[config.mk]
export PLATFORM = sky130hd
export DESIGN_NAME = fci_file_cmd
export DESIGN_NICKNAME = d
export VERILOG_FILES = /design/src/include/fci_pkg.sv /design/src/rtl/fci_reply_byte.sv /design/src/rtl/fci_file_cmd.sv
export VERILOG_INCLUDE_DIRS = /design/src /design/src/include
export SDC_FILE = /design/constraint.sdc
export NUM_CORES = 1
export LEC_CHECK = 0
export ABC_AREA = 1
export BUFFER_PORTS_ARGS = -buffer_cell sky130_fd_sc_hd__buf_2
export CAP_MARGIN = 40
export CORE_ASPECT_RATIO = 2
export CORE_UTILIZATION = 55
export CTS_BUF_LIST = sky130_fd_sc_hd__clkbuf_4
export CTS_CLUSTER_SIZE = 30
export DETAILED_ROUTE_END_ITERATION = 8
export HOLD_SLACK_MARGIN = 0.03
export PLACE_DENSITY = 0.77
export SYNTH_ARGS = -nofsm -noshare
export SYNTH_HDL_FRONTEND = slang
export SYNTH_SLANG_ARGS = --single-unit
[constraint.sdc]
create_clock -name core_clk -period 5.05 [get_ports core_clk]
set_clock_uncertainty 0.2 [all_clocks]
set_input_delay 1.01 -clock core_clk [delete_from_list [all_inputs] [get_ports core_clk]]
set_output_delay 1.01 -clock core_clk [all_outputs]
set_load 0.005 [all_outputs]
[src/include/fci_consts.svh]
`ifndef FCI_CONSTS_SVH
`define FCI_CONSTS_SVH

// request command codes
`define FCI_CMD_FLUSH 8'h06
`define FCI_CMD_INFO 8'h07
`define FCI_CMD_SEEK 8'h08
`define FCI_CMD_DELETE 8'h09
`define FCI_CMD_MKDIR 8'h0a
`define FCI_CMD_LIST 8'h0b
`define FCI_CMD_CARD 8'h0c
`define FCI_CMD_CAPACITY 8'h0d

// reply forming
`define FCI_REPLY_BIT 8'h80
`define FCI_CMD_ERROR 8'h7f

// error codes placed in the handle/option field
`define FCI_ERR_HANDLE 8'h03
`define FCI_ERR_LENGTH 8'h0f
`define FCI_ERR_PACKET 8'h10
`define FCI_ERR_NO_CARD 8'h11
`define FCI_ERR_UNKNOWN 8'h13

// lengths, in bytes
`define FCI_HDR_BYTES 16'h0004
`define FCI_PATH_MAX 16'h0200
`define FCI_SEEK_LEN 16'h0004
`define FCI_WORDS_LEN 16'h0008
`define FCI_CARD_LEN 16'h0001

// listing name decoration
`define FCI_CHAR_OPEN 8'h3c
`define FCI_CHAR_CLOSE 8'h3e
`define FCI_CHAR_NUL 8'h00

`endif

[src/include/fci_pkg.sv]
package fci_pkg;

    typedef enum logic [2:0] {
        FCI_ST_CMD,
        FCI_ST_OPT,
        FCI_ST_LENL,
        FCI_ST_LENH,
        FCI_ST_PAY,
        FCI_ST_CHECK,
        FCI_ST_WAIT,
        FCI_ST_TX
    } fci_state_e;

    typedef struct packed {
        fci_state_e st;
        logic [7:0] cmd;
        logic [7:0] opt;
        logic [15:0] len;
        logic [15:0] cnt;
        logic fwd;
        logic [31:0] arg;
        logic rewind;
        logic be_req;
        logic [7:0] rcode;
        logic [7:0] ropt;
        logic [15:0] rlen;
        logic [31:0] w0;
        logic [31:0] w1;
        logic is_list;
        logic is_dir;
        logic [9:0] nlen;
        logic [15:0] tpos;
        logic tx_full;
        logic tx_last;
        logic [7:0] tx_data;
    } fci_regs_s;

endpackage

[src/rtl/fci_reply_byte.sv]
`timescale 1ns/1ps
`include "fci_consts.svh"

// picks the reply byte at a given position; listing names come from outside
module fci_reply_byte
    import fci_pkg::*;
(
    input wire logic [15:0] pos, // byte position within the reply
    input wire logic [7:0] rcode, // reply command code
    input wire logic [7:0] ropt, // reply handle/option byte
    input wire logic [15:0] rlen, // reply data length
    input wire logic [31:0] w0, // first payload word
    input wire logic [31:0] w1, // second payload word
    input wire logic is_list, // payload is a listing entry
    input wire logic is_dir, // listing entry is a directory
    input wire logic [9:0] nlen, // entry name length, no terminator
    output logic [7:0] byte_out, // byte for non-name positions
    output logic is_name // position holds an entry name character
);
    logic [15:0] p;
    logic [15:0] nstart;
    logic [15:0] nend;
    logic [31:0] word;

    assign p = pos - `FCI_HDR_BYTES;
    assign nstart = is_dir ? 16'h0001 : 16'h0000;
    assign nend = nstart + {6'h00, nlen};
    assign word = p[2] ? w1 : w0;

    // header, then little-endian words or a decorated listing name
    always_comb begin
        is_name = 1'b0;
        byte_out = `FCI_CHAR_NUL;
        if (pos < `FCI_HDR_BYTES) begin
            case (pos[1:0])
                2'h0: byte_out = rcode;
                2'h1: byte_out = ropt;
                2'h2: byte_out = rlen[7:0];
                default: byte_out = rlen[15:8];
            endcase
        end else if (!is_list) begin
            byte_out = word[8 * p[1:0] +: 8];
        end else if (is_dir && p == 16'h0000) begin
            byte_out = `FCI_CHAR_OPEN;
        end else if (p < nend) begin
            is_name = 1'b1;
        end else if (is_dir && p == nend) begin
            byte_out = `FCI_CHAR_CLOSE;
        end else begin
            byte_out = `FCI_CHAR_NUL;
        end
    end
endmodule

[src/rtl/fci_file_cmd.sv]
`timescale 1ns/1ps
`include "fci_consts.svh"

// Operation
// flush 0x06 with open handle; success reply 0x86 echoes the handle
// file info 0x07 carries a handle and no payload
// info reply 0x87, handle, 8 bytes: pointer position then file length
// seek 0x08 with handle and 4-byte position; reply 0x88 with new position
// seeking past the end extends the file; added bytes are unspecified
// delete 0x09 takes a null-terminated path up to 512 bytes; reply 0x89
// delete fails if target missing, in use, or a non-empty directory
// mkdir 0x0a takes a null-terminated path up to 512 bytes; reply 0x8a
// listing 0x0b returns one null-terminated entry per reply 0x8b
// after the last entry, listing reply has zero length and no payload
// listing request of zero length restarts the listing from the first entry
// directory names are enclosed in angle brackets, file names are not
// card query 0x0c replies 0x8c with one byte: 1 present, 0 absent
// capacity 0x0d replies 0x8d with 8 bytes: total then free space
// any failure replies 0x7f with the error code in the option field
// a handle not naming an open file gives error code 3
// a media command with no card inserted gives error code 17
// success code is request code with top bit set; one reply per request
// multi-byte fields are little-endian in requests and replies
module fci_file_cmd
    import fci_pkg::*;
#(
    parameter int NUM_HANDLES = 4
) (
    input wire logic core_clk, // system clock, 200 MHz
    input wire logic sys_rst, // synchronous reset, active high
    input wire logic rx_valid, // request byte valid (framing removed)
    input wire logic [7:0] rx_data, // request byte
    output logic rx_ready, // request byte taken when valid and ready
    output logic tx_valid, // reply byte valid
    output logic [7:0] tx_data, // reply byte
    output logic tx_last, // last byte of the reply packet
    input wire logic tx_ready, // reply byte taken when valid and ready
    input wire logic card_present, // card sits in the slot
    input wire logic [NUM_HANDLES-1:0] handle_open, // one bit per open handle
    output logic be_req, // back-end operation request, held until done
    output logic [7:0] be_cmd, // request code of the operation
    output logic [7:0] be_handle, // handle of the operation
    output logic [31:0] be_arg, // seek position
    output logic be_rewind, // listing request restarts the sequence
    output logic be_path_valid, // path byte to back end
    output logic [7:0] be_path_data, // path byte
    output logic be_path_last, // last path byte
    input wire logic be_path_ready, // back end takes path byte
    input wire logic be_done, // operation finished, one-cycle pulse
    input wire logic [7:0] be_err, // error code, zero on success
    input wire logic [31:0] be_word0, // position / new position / total
    input wire logic [31:0] be_word1, // file length / free space
    input wire logic be_list_end, // no more entries in the listing
    input wire logic be_list_dir, // entry is a directory
    input wire logic [9:0] be_name_len, // entry name length, no terminator
    input wire logic be_name_valid, // entry name character valid
    input wire logic [7:0] be_name_data, // entry name character
    output logic be_name_ready // entry name character taken
);
    fci_regs_s s_reg;
    fci_regs_s s_next;
    logic take;
    logic slot;
    logic more;
    logic [15:0] total;
    logic [7:0] pick_byte;
    logic pick_name;
    logic [7:0] pre_err;
    logic need_handle;
    logic handle_ok;

    fci_reply_byte u_pick (
        .pos(s_reg.tpos),
        .rcode(s_reg.rcode),
        .ropt(s_reg.ropt),
        .rlen(s_reg.rlen),
        .w0(s_reg.w0),
        .w1(s_reg.w1),
        .is_list(s_reg.is_list),
        .is_dir(s_reg.is_dir),
        .nlen(s_reg.nlen),
        .byte_out(pick_byte),
        .is_name(pick_name)
    );

    // request-side handshake: path bytes wait for the back end
    always_comb begin
        case (s_reg.st)
            FCI_ST_CMD, FCI_ST_OPT, FCI_ST_LENL, FCI_ST_LENH: rx_ready = 1'b1;
            FCI_ST_PAY: rx_ready = s_reg.fwd ? be_path_ready : 1'b1;
            default: rx_ready = 1'b0;
        endcase
    end

    assign take = rx_valid && rx_ready;
    assign total = `FCI_HDR_BYTES + s_reg.rlen;
    assign slot = !s_reg.tx_full || tx_ready;
    assign more = s_reg.tpos < total;

    assign be_path_valid = s_reg.st == FCI_ST_PAY && s_reg.fwd && rx_valid;
    assign be_path_data = rx_data;
    assign be_path_last = s_reg.cnt == 16'h0001;
    assign be_name_ready = s_reg.st == FCI_ST_TX && slot && more && pick_name;
    assign be_req = s_reg.be_req;
    assign be_cmd = s_reg.cmd;
    assign be_handle = s_reg.opt;
    assign be_arg = s_reg.arg;
    assign be_rewind = s_reg.rewind;
    assign tx_valid = s_reg.st == FCI_ST_TX && s_reg.tx_full;
    assign tx_data = s_reg.tx_data;
    assign tx_last = s_reg.tx_last;

    // handle check: out-of-range handles count as closed
    assign need_handle = s_reg.cmd == `FCI_CMD_FLUSH || s_reg.cmd == `FCI_CMD_INFO
        || s_reg.cmd == `FCI_CMD_SEEK;
    assign handle_ok = (s_reg.opt < 8'(NUM_HANDLES))
        && handle_open[s_reg.opt[$clog2(NUM_HANDLES)-1:0]];

    // checks made before the back end is asked; the order sets priority
    always_comb begin
        pre_err = 8'h00;
        case (s_reg.cmd)
            `FCI_CMD_FLUSH, `FCI_CMD_INFO, `FCI_CMD_SEEK, `FCI_CMD_DELETE,
            `FCI_CMD_MKDIR, `FCI_CMD_LIST, `FCI_CMD_CAPACITY, `FCI_CMD_CARD: begin
                if (s_reg.cmd != `FCI_CMD_CARD && !card_present) begin
                    pre_err = `FCI_ERR_NO_CARD;
                end else if (need_handle && !handle_ok) begin
                    pre_err = `FCI_ERR_HANDLE;
                end else if (s_reg.cmd == `FCI_CMD_SEEK && s_reg.len != `FCI_SEEK_LEN) begin
                    pre_err = `FCI_ERR_PACKET;
                end else if ((s_reg.cmd == `FCI_CMD_DELETE || s_reg.cmd == `FCI_CMD_MKDIR)
                        && (s_reg.len == 16'h0000 || s_reg.len > `FCI_PATH_MAX)) begin
                    pre_err = `FCI_ERR_LENGTH;
                end else if (s_reg.cmd == `FCI_CMD_LIST && s_reg.len > `FCI_PATH_MAX) begin
                    pre_err = `FCI_ERR_LENGTH;
                end
            end
            default: pre_err = `FCI_ERR_UNKNOWN;
        endcase
    end

    // packet parse, back-end dispatch and reply streaming
    always_comb begin
        s_next = s_reg;
        case (s_reg.st)
            FCI_ST_CMD: begin
                if (take) begin
                    s_next.cmd = rx_data;
                    s_next.st = FCI_ST_OPT;
                end
            end
            FCI_ST_OPT: begin
                if (take) begin
                    s_next.opt = rx_data;
                    s_next.st = FCI_ST_LENL;
                end
            end
            FCI_ST_LENL: begin
                if (take) begin
                    s_next.len[7:0] = rx_data;
                    s_next.st = FCI_ST_LENH;
                end
            end
            FCI_ST_LENH: begin
                if (take) begin
                    s_next.len = {rx_data, s_reg.len[7:0]};
                    s_next.cnt = {rx_data, s_reg.len[7:0]};
                    s_next.arg = 32'h0000_0000;
                    // over-long paths are drained, never handed on
                    s_next.fwd = (s_reg.cmd == `FCI_CMD_DELETE || s_reg.cmd == `FCI_CMD_MKDIR
                        || s_reg.cmd == `FCI_CMD_LIST) && s_next.len <= `FCI_PATH_MAX;
                    s_next.st = s_next.len == 16'h0000 ? FCI_ST_CHECK : FCI_ST_PAY;
                end
            end
            FCI_ST_PAY: begin
                if (take) begin
                    s_next.cnt = s_reg.cnt - 16'h0001;
                    if (s_reg.cmd == `FCI_CMD_SEEK) begin
                        s_next.arg = {rx_data, s_reg.arg[31:8]};
                    end
                    if (s_reg.cnt == 16'h0001) begin
                        s_next.st = FCI_ST_CHECK;
                    end
                end
            end
            FCI_ST_CHECK: begin
                s_next.rcode = s_reg.cmd | `FCI_REPLY_BIT;
                s_next.ropt = need_handle ? s_reg.opt : 8'h00;
                s_next.rlen = 16'h0000;
                s_next.is_list = 1'b0;
                s_next.rewind = s_reg.cmd == `FCI_CMD_LIST && s_reg.len == 16'h0000;
                s_next.tpos = 16'h0000;
                s_next.tx_full = 1'b0;
                if (pre_err != 8'h00) begin
                    s_next.rcode = `FCI_CMD_ERROR;
                    s_next.ropt = pre_err;
                    s_next.st = FCI_ST_TX;
                end else if (s_reg.cmd == `FCI_CMD_CARD) begin
                    s_next.rlen = `FCI_CARD_LEN;
                    s_next.w0 = {31'h0000_0000, card_present};
                    s_next.st = FCI_ST_TX;
                end else begin
                    s_next.be_req = 1'b1;
                    s_next.st = FCI_ST_WAIT;
                end
            end
            FCI_ST_WAIT: begin
                if (be_done) begin
                    s_next.be_req = 1'b0;
                    s_next.st = FCI_ST_TX;
                    if (be_err != 8'h00) begin
                        s_next.rcode = `FCI_CMD_ERROR;
                        s_next.ropt = be_err;
                    end else begin
                        case (s_reg.cmd)
                            `FCI_CMD_INFO, `FCI_CMD_CAPACITY: begin
                                s_next.w0 = be_word0;
                                s_next.w1 = be_word1;
                                s_next.rlen = `FCI_WORDS_LEN;
                            end
                            `FCI_CMD_SEEK: begin
                                // the back end grows the file when the position is past its end
                                s_next.w0 = be_word0;
                                s_next.rlen = `FCI_SEEK_LEN;
                            end
                            `FCI_CMD_LIST: begin
                                if (!be_list_end && !s_reg.rewind) begin
                                    s_next.is_list = 1'b1;
                                    s_next.is_dir = be_list_dir;
                                    s_next.nlen = be_name_len;
                                    s_next.rlen = {6'h00, be_name_len} + 16'h0001
                                        + (be_list_dir ? 16'h0002 : 16'h0000);
                                end
                            end
                            default: s_next.rlen = 16'h0000;
                        endcase
                    end
                end
            end
            FCI_ST_TX: begin
                // a name character that is late simply leaves a bubble
                if (slot) begin
                    if (more) begin
                        s_next.tx_last = s_reg.tpos == total - 16'h0001;
                        if (pick_name) begin
                            s_next.tx_full = be_name_valid;
                            s_next.tx_data = be_name_data;
                            if (be_name_valid) begin
                                s_next.tpos = s_reg.tpos + 16'h0001;
                            end
                        end else begin
                            s_next.tx_full = 1'b1;
                            s_next.tx_data = pick_byte;
                            s_next.tpos = s_reg.tpos + 16'h0001;
                        end
                    end else begin
                        s_next.tx_full = 1'b0;
                        s_next.tx_last = 1'b0;
                        s_next.is_list = 1'b0;
                        s_next.st = FCI_ST_CMD;
                    end
                end
            end
            default: s_next.st = FCI_ST_CMD;
        endcase
    end

    // single state register
    always_ff @(posedge core_clk) begin
        if (sys_rst) begin
            s_reg <= '0;
        end else begin
            s_reg <= s_next;
        end
    end
endmodule

==> key figures, run 1 <==
Final layout
  – Most used cells in the layout excluding fill and tap cells: 285 x sky130_fd_sc_hd__nor2_1, 276 x sky130_fd_sc_hd__nand2_1, 212 x sky130_fd_sc_hd__dfxtp_1, 183 x sky130_fd_sc_hd__a21oi_1, 182 x sky130_fd_sc_hd__buf_2
  – Commonest non-fill, non-tap cell in the layout: sky130_fd_sc_hd__nor2_1
  – Area delta synth->final: 9.28%
  – Share of the core filled with cells: between 60% and 70%
  – Number of nets in the finished design: roughly 2.2k
  – Number of standard cells in the final layout excluding fillers: 2315
  – Fraction of layout cells with a size suffix above 1: between 10% and 20%
  – Number of flip-flops under the largest register name: 156

Synth
  – Proportion of synthesized chip area in sequential cells: 33.6%
  – Average cell area after synthesis: 6.70 µm²
  – Combinational family with the most area after synthesis: simple AND/OR/NAND/NOR gates
  – Share of synthesized area spent on multiplexers: 0%
  – Number of distinct library cells after synthesis: 56
  – Count of state elements after synthesis: ~220
  – Area share of the largest cell type after synthesis: between 30 and 40%
  – Number of warnings issued by yosys: 0
  – Post-synthesis share of cell area spent on full adders, half adders and majority gates: under 10%
  – Top cells by area, synth: sky130_fd_sc_hd__dfxtp_1 34%, sky130_fd_sc_hd__nor2_1 8.4%, sky130_fd_sc_hd__nand2_1 8.1%
  – Mapped Area: 12800 µm²
  – Synth async-reset ratio: 0%
  – Post-synthesis xor/xnor area fraction: approximately 2.5%
  – Simple-Gate Fraction of Synth Area: 31.1%
  – Post-Synthesis Cells: 1909
  – Area fraction in compound gates after synthesis: between 10% and 20%
  – Top_reg_cell synth: sky130_fd_sc_hd__dfxtp_1
  – Post-synth EDFFs: 0
  – Leading area contributor after synthesis: sky130_fd_sc_hd__dfxtp_1

Setup path
  – Chain of cells forming the critical path: ha_1 -> ha_1 -> nand3_1 -> nor2_1 -> nand2_1 -> nor2_2 -> nand2_1 -> xor2_1 -> ha_1 -> a21o_1 -> a21oi_1 -> nand3_1 -> nor2_2 -> nand2_2 -> inv_1 -> nand2_2 -> inv_1 -> buf_2
  – Worst reg2reg startpoint: s_reg[104]
  – Crit path capture type: primary output
  – Worst reg2reg path depth: 12
  – Endpoint of the worst register-to-register path: s_reg[15]
  – Worst-case register-to-register setup slack: approximately 1600 ps
  – Top cell by count, worst path: sky130_fd_sc_hd__ha_1
  – Top fanout value on the critical path: 7
  – Worst setup startpoint: s_reg[36]
  – Signal arrival time at the worst endpoint: 3600 ps
  – Critical path class: register to primary output
  – WP data required: approximately 3800 ps
  – Largest stage delay on the critical path: ~370 ps
  – Sort of element at the start of the critical path: register
  – Worst-path cell with the longest stage delay: sky130_fd_sc_hd__dfxtp_2

Timing
  – Slew at the pin with the worst max-slew slack: 780 ps
  – Worst max-slew margin expressed relative to the limit: a little under half
  – Final hold violations: 0
  – Final count of pins violating max slew: 0
  – Setup-violating endpoint count in the final report: 0
  – Share of the clock period used by the worst path: around 95%
  – Sum Neg Setup Slack: 0 ps
  – Minimum period implied by the final worst setup slack: around 4800 ps
  – RSZ-0062 raised after global routing: false
  – Maximum clock rate: between 200 and 250 MHz
  – Worst path setup slack after routing: about 240 ps

Min path
  – Class of the tightest hold or removal check: register to register
  – Worst Hold End: s_reg[198]
  – Source of the worst hold timing path: s_reg[198]
  – Hold Path Stages: 2

Clocking
  – TritonCTS Buffers: 49
  – Clock sink count: ~220
  – Clock tree from TritonCTS: yes
  – Buffers inserted by post-CTS timing repair: 0
  – Cts repair resizes: 0
  – Max H-tree Level: 2
  – Master cell of the clock root buffer: sky130_fd_sc_hd__clkbuf_4
  – Count of hold buffers inserted by post-cts repair: 0
  – Register clock-pin slew on the reported worst setup and hold paths: 80 ps
  – Worst-skew pair later-pin latency: 720 ps
  – Clock buffer depth: 3

Flow run
  – Max-cap check violation count: 0

Global route
  – Number of antenna violations at the first check in global routing: 3
  – Vias in the first global route: 12.8k
  – Grt total ovfl: 0
  – Overall global routing resource usage: approximately 34%
  – Maximum number of pins on one net before global-route repair: between 60 and 70
  – Global-route wire length before repair: approximately 63 mm

Floorplanning
  – Floorplan die area: roughly 24000 µm²
  – Core Footprint: about 23000 µm²
  – I/O pin total: ~180
  – Number of standard-cell rows in the floorplan: 78
  – X dimension of the die: between 100 and 150 µm
  – Die outline height: ~220 µm
  – Initial standard-cell utilization of the core: between 50% and 60%

Placement
  – Setup Slack @ Placement: between 800 and 900 ps
  – Number of placed instances, taps included: 2235
  – Port Buffers: between 150 and 200
  – Final RePlAce weighted congestion: 0.957
  – Placed wire-length estimate: between 30 and 40 mm

Routing
  – Detail-routed via count per cell: around 5.7
  – Wire length on met3: 2.59 mm
  – Wl on met1: between 10 and 15 mm
  – WL final: 40.8 mm
  – Routed len/inst: 17.6 µm
  – Detailed-routing iteration count for the pre-antenna-repair pass: 6
  – 1st-iter DRT viols: roughly 880
  – Via count of the routed design: 13.3k
  – Count of unresolved DRC violations after routing: 0
  – Max Used Layer: met5
  – Number of routed nets with antenna violations: 0
  – Detailed-routed wire length on met2: between 20 and 25 mm

Pwr
  – Combinational fraction of design power: a little under an eighth
  – Internal Dissipation: 0.00259 W
  – Power per standard cell area: approximately 260 nW/µm²
  – Worst supply voltage drop on vdd: between 0.2 and 0.25 mV
  – Net switching share of the total power: between 20 and 30%
  – Leakage power: around 6.0 nW
  – Share of power burned in registers: 49.0%
  – Clk pwr share: between 30% and 40%
  – Switching Power: approximately 0.0010 W

Status
  – Status: finished, final reports clean
worst max path at each step:
stage,to
floorplan,be_name_ready
global placement,be_name_ready
detailed placement,be_name_ready
CTS,be_name_ready
global route,be_name_ready
finish,be_name_ready
final cells by class:
class / instances / area [µm²]
Sequential cell: 215 / 4310
Inverter: 179 / 674
Clock buffer: 60 / 450
Clock inverter: 18 / 158
Timing Repair Buffer: 203 / 1090
Multi-Input combinational cell: 1358 / 6950
Antenna cell: 2 / 5.00
Fill cell: 2223 / 8750
Tap cell: 280 / 350
routing by layer:
metal	vias to the layer above	track usage (%)
met5	-	0
met4	2	24.3
met3	170	6.84
met2	525	61.2
met1	6084	34.8
li1	6513	-
logic make-up (layout without fill, tap and decap cells):
kind of cell,after synthesis,in the layout
xor gates and xnor gates,37,37
DFF,215,215
adders and majority gates,43,43
other,1,6
buffers and inverters,339,460
AOI/OAI and AO/OA,374,374
and+or+nand+nor,900,900
worst max-delay path, delay by kind of cell (launching register included):
kind / cells / cell delay, ps
flip-flops: 1 / 370
adder cells (fa/ha/maj): 3 / 550
AO/OA/AOI/OAI: 2 / 340
AND/OR/NAND/NOR: 9 / 1140
buffers and inverters: 3 / 330
XOR/XNOR: 1 / 150
cells in the mapped netlist, types with 4 or more instances:
cell type	count
sky130_fd_sc_hd__buf_4	65
sky130_fd_sc_hd__xor2_1	34
sky130_fd_sc_hd__or2_2	5
sky130_fd_sc_hd__ha_1	42
sky130_fd_sc_hd__nand2_2	11
sky130_fd_sc_hd__nor2_2	11
sky130_fd_sc_hd__a21oi_2	5
sky130_fd_sc_hd__nor3_2	4
sky130_fd_sc_hd__nand4_1	28
sky130_fd_sc_hd__nor3_1	115
sky130_fd_sc_hd__o21ai_0	121
sky130_fd_sc_hd__dfxtp_1	215
sky130_fd_sc_hd__o22ai_1	11
sky130_fd_sc_hd__a21oi_1	183
sky130_fd_sc_hd__inv_2	9
sky130_fd_sc_hd__nor4_1	10
sky130_fd_sc_hd__nand2_1	277
sky130_fd_sc_hd__o211ai_1	10
sky130_fd_sc_hd__o221ai_1	4
sky130_fd_sc_hd__a221oi_1	11
sky130_fd_sc_hd__buf_2	23
sky130_fd_sc_hd__a211oi_1	14
sky130_fd_sc_hd__nand3_1	133
sky130_fd_sc_hd__nor2_1	286
sky130_fd_sc_hd__clkbuf_1	66
sky130_fd_sc_hd__inv_1	168
power groups by stage:
| stage | clock, W | sequential, W | combinational (W) |
|---|---|---|---|
| after detailed placement | 0 | 0.00182 | 0.000418 |
| final | 0.00142 | 0.00178 | 0.000426 |
| after global placement | 0 | 0.00181 | 0.000408 |
| after global routing | 0.00152 | 0.00178 | 0.000472 |
| after CTS | 0.00145 | 0.00178 | 0.000420 |
| after floorplan | 0 | 0.00180 | 0.000286 |
stage by stage:
stage                     hold WS (ps)  cell area [µm²]  power [W]
final                              258            14000    0.00363
after global routing               285            14000    0.00377
after CTS                          258            14000    0.00364
after detailed placement           249            13400    0.00223
after global placement             240            13300    0.00222
after floorplan                    229            12800    0.00209
(Power assumes the default switching activity.)
==> inputs of run 2 (changes only) <==
Settings changed: ABC_AREA 1 to default.
==> run 2 against run 1 <==
  * Clock-buffer cell count grew 11
  * Cell count is 15% lower
  * Synthesized cell count is 19% lower
  * Final area down 3.6%
  * Core utilization up 0.68 points
  * Sequential power down 3%
  * Critical path depth is 8 lower
==> key figures, run 2 <==
Setup path
  – Largest stage delay on the critical path: between 500 and 600 ps
  – Number of buffers and inverters on the critical path: 1
  – Critical path class: register to primary output
  – WP data required: between 3000 and 4000 ps
  – Worst-case register-to-register setup slack: approximately 1100 ps
  – Crit path capture type: primary output
  – Cell type group with the largest total delay on the critical path: simple AND/OR/NAND/NOR gates
  – Signal arrival time at the worst endpoint: about 3700 ps
  – Worst-path cell with the longest stage delay: sky130_fd_sc_hd__or4_4
  – Chain of cells forming the critical path: or4_4 -> nor4_1 -> xor2_1 -> ha_1 -> a21o_1 -> a21oi_1 -> o211ai_1 -> or3_4 -> nor2_1 -> buf_2
  – Top fanout value on the critical path: 6
  – Sort of element at the start of the critical path: register

Floorplanning
  – I/O pin total: about 180
  – Initial standard-cell utilization of the core: 56.3%
  – Floorplan die area: about 23000 µm²
  – Core Footprint: between 20000 and 25000 µm²
  – X dimension of the die: about 110 µm
  – Die outline height: roughly 210 µm
  – Number of standard-cell rows in the floorplan: 76

Synth
  – Post-synth EDFFs: 0
  – Area share of the largest cell type after synthesis: around a third
  – Dominant cell by count in the synthesized netlist: sky130_fd_sc_hd__nand2_1
  – Number of distinct library cells after synthesis: approximately 80
  – Synth async-reset ratio: 0%
  – Post-synthesis share of cell area spent on full adders, half adders and majority gates: between 4 and 5%
  – Leading area contributor after synthesis: sky130_fd_sc_hd__dfxtp_1
  – Area fraction in compound gates after synthesis: between 10% and 20%
  – Top cells by area, synth: sky130_fd_sc_hd__dfxtp_1 35%, sky130_fd_sc_hd__nand2_1 7.7%, sky130_fd_sc_hd__a21oi_1 7.7%
  – Share of synthesized area spent on multiplexers: under 10%
  – Top post-synthesis cells by count: 251 x sky130_fd_sc_hd__nand2_1, 215 x sky130_fd_sc_hd__dfxtp_1, 187 x sky130_fd_sc_hd__a21oi_1
  – Count of state elements after synthesis: ~220
  – Combinational family with the most area after synthesis: simple AND/OR/NAND/NOR gates
  – Number of warnings issued by yosys: 0
  – Post-synthesis xor/xnor area fraction: 3.60%
  – Mapped Area: roughly 12000 µm²
  – Proportion of synthesized chip area in sequential cells: 35.3%
  – Top_reg_cell synth: sky130_fd_sc_hd__dfxtp_1
  – Average cell area after synthesis: 7.86 µm²
  – Post-Synthesis Cells: roughly 1.6k
  – Simple-Gate Fraction of Synth Area: between 20% and 30%

Clocking
  – Register clock-pin slew on the reported worst setup and hold paths: ~70 ps
  – Worst-skew pair later-pin latency: roughly 710 ps
  – Master cell of the clock root buffer: sky130_fd_sc_hd__clkbuf_4
  – Max H-tree Level: 2
  – Clock tree from TritonCTS: yes
  – Clock sink count: 215
  – Clock buffer depth: 3
  – TritonCTS Buffers: 50
  – Buffers inserted by post-CTS timing repair: 0

Pwr
  – Power per standard cell area: between 200 and 250 nW/µm²
  – Worst supply voltage drop on vdd: between 0.2 and 0.25 mV
  – Leakage power: 5.12 nW

Global route
  – Vias in the first global route: ~12k
  – Global-route wire length before repair: roughly 60 mm
  – Number of antenna violations at the first check in global routing: 2
  – Grt total ovfl: 0
  – Maximum number of pins on one net before global-route repair: 100
  – Overall global routing resource usage: between 30% and 40%

Timing
  – RSZ-0062 raised after global routing: false
  – Maximum clock rate: slightly above 200 MHz
  – Worst max-slew margin expressed relative to the limit: 38.2%
  – Share of the clock period used by the worst path: a little over nine tenths
  – Worst path setup slack after routing: approximately 140 ps
  – Sum Neg Setup Slack: 0 ps
  – Slew at the pin with the worst max-slew slack: about 900 ps
  – Final count of pins violating max slew: 0
  – Final hold violations: 0
  – Minimum period implied by the final worst setup slack: around 4900 ps
  – Setup-violating endpoint count in the final report: 0

Final layout
  – Storage element area: roughly 4300 µm²
  – Number of nets in the finished design: roughly 1.8k
  – Commonest non-fill, non-tap cell in the layout: sky130_fd_sc_hd__nand2_1
  – Number of flip-flops under the largest register name: 156
  – Layout Cell Area excl Fill: ~13000 µm²
  – Number of standard cells in the final layout excluding fillers: roughly 2k
  – Area of the multi-input gates: slightly below 7000 µm²
  – Area delta synth->final: 10.5%
  – Layout fillers: between 1.5k and 2k
  – Most used cells in the layout excluding fill and tap cells: 251 x sky130_fd_sc_hd__nand2_1, 213 x sky130_fd_sc_hd__dfxtp_1, 186 x sky130_fd_sc_hd__a21oi_1, 184 x sky130_fd_sc_hd__buf_2, 123 x sky130_fd_sc_hd__nor2_1
  – Fraction of layout cells with a size suffix above 1: about a fifth

Routing
  – Wl on met1: 12.6 mm
  – Max Used Layer: met4
  – Detailed-routing iteration count for the pre-antenna-repair pass: 5
  – Via count of the routed design: approximately 12k
  – Detailed-routed wire length on met2: between 20 and 25 mm
  – Count of unresolved DRC violations after routing: 0
  – Detail-routed via count per cell: 6.19
  – Wire length on met3: roughly 2.3 mm
  – WL final: roughly 39 mm
  – Number of routed nets with antenna violations: 0
  – 1st-iter DRT viols: between 800 and 900
  – Routed len/inst: approximately 20 µm

Flow run
  – Max-cap check violation count: 0

Placement
  – Setup Slack @ Placement: 710 ps
  – Number of placed instances, taps included: 1873
  – Cell area after placement: about 13000 µm²
  – Port Buffers: about 180
  – Final RePlAce weighted congestion: approximately 1
  – Placed wire-length estimate: 29.2 mm

Status
  – Status: finished, final reports clean

Min path
  – Class of the tightest hold or removal check: register to register
-- run 2: changes by cell type in the layout (fill, tap and decap cells not counted), moves of 20 or more --
cell                      change
sky130_fd_sc_hd__inv_1      -145
sky130_fd_sc_hd__mux2i_1     +20
sky130_fd_sc_hd__nand2_1     -25
sky130_fd_sc_hd__nand3_1     -25
sky130_fd_sc_hd__nor2_1     -162
sky130_fd_sc_hd__nor3_1      -83
sky130_fd_sc_hd__o21ai_0     -88
-- run 2: metrics by stage --
stage | power (W) | hold WS (ps) | util (%)
4_1_cts | 0.00334 | 251 | 62.1
5_1_grt | 0.00345 | 270 | 62.2
6_report | 0.00332 | 250 | 62.2
2_1_floorplan | 0.00189 | 229 | -
3_5_place_dp | 0.00199 | 242 | 59.3
3_3_place_gp | 0.00199 | 236 | 59.0
-- run 2: where the power goes --
group / internal (W) / total, W / switching, W / leakage, nW
sequential: 0.00171 / 0.00173 / 0.0000221 / 1.73
clock: 0.000648 / 0.00136 / 0.000712 / 0.360
combinational: 0.0000869 / 0.000234 / 0.000147 / 3.03
-- run 2: kinds of logic (layout without fill, tap and decap cells) --
kind of cell,Yosys count,count (layout)
simple gates,650,650
flops,215,215
mux,38,38
other cells,1,5
fa+ha+maj,43,43
compound gates,362,362
buf+inv,197,330
xor+xnor,47,47
-- run 2: worst register-to-register path, cell delays in order, from the launching register on --
cell and delay (ps):
sky130_fd_sc_hd__dfxtp_1 320, sky130_fd_sc_hd__or4_4 570, sky130_fd_sc_hd__nor4_1 330, sky130_fd_sc_hd__xor2_1 230, sky130_fd_sc_hd__ha_1 270, sky130_fd_sc_hd__a21o_1 160, sky130_fd_sc_hd__a21oi_1 140, sky130_fd_sc_hd__o211ai_1 210
sky130_fd_sc_hd__buf_4 230, sky130_fd_sc_hd__nor3_1 630, sky130_fd_sc_hd__a221oi_1 260, sky130_fd_sc_hd__a211oi_1 260
-- run 2: what timing repair did --
item | in CTS | in global routing
hold buffers | 0 | 0
endpoints found under the setup margin | 1 | 1
endpoints found under the hold margin | 0 | 0
gates resized for setup | 2 | 7
-- run 2: final timing paths --
| kind | startpoint | to | depth (start not counted) |
|---|---|---|---|
| setup / recovery | s_reg[14] | be_name_ready | 10 |
| setup reg to reg | s_reg[14] | tx_data[1] | 11 |
| hold / removal | be_arg[5] | be_arg[5] | 2 |
| hold reg to reg | be_arg[5] | be_arg[5] | 2 |
-- run 2: area by class of cell --
type | count | area share (%)
Antenna cell | 1 | 0.0186
Clock buffer | 71 | 3.95
Clock inverter | 18 | 0.510
Inverter | 25 | 0.696
Multi-Input combinational cell | 1144 | 51.5
Sequential cell | 215 | 31.9
Tap cell | 273 | 2.53
Timing Repair Buffer | 216 | 8.86
-- run 2: per-layer routing --
layer | vias to the layer above | GRT usage, %
met3 | 204 | 7.11
met4 | 0 | 30.8
met2 | 552 | 62.2
met5 | - | 0
li1 | 5693 | -
met1 | 5700 | 32.0
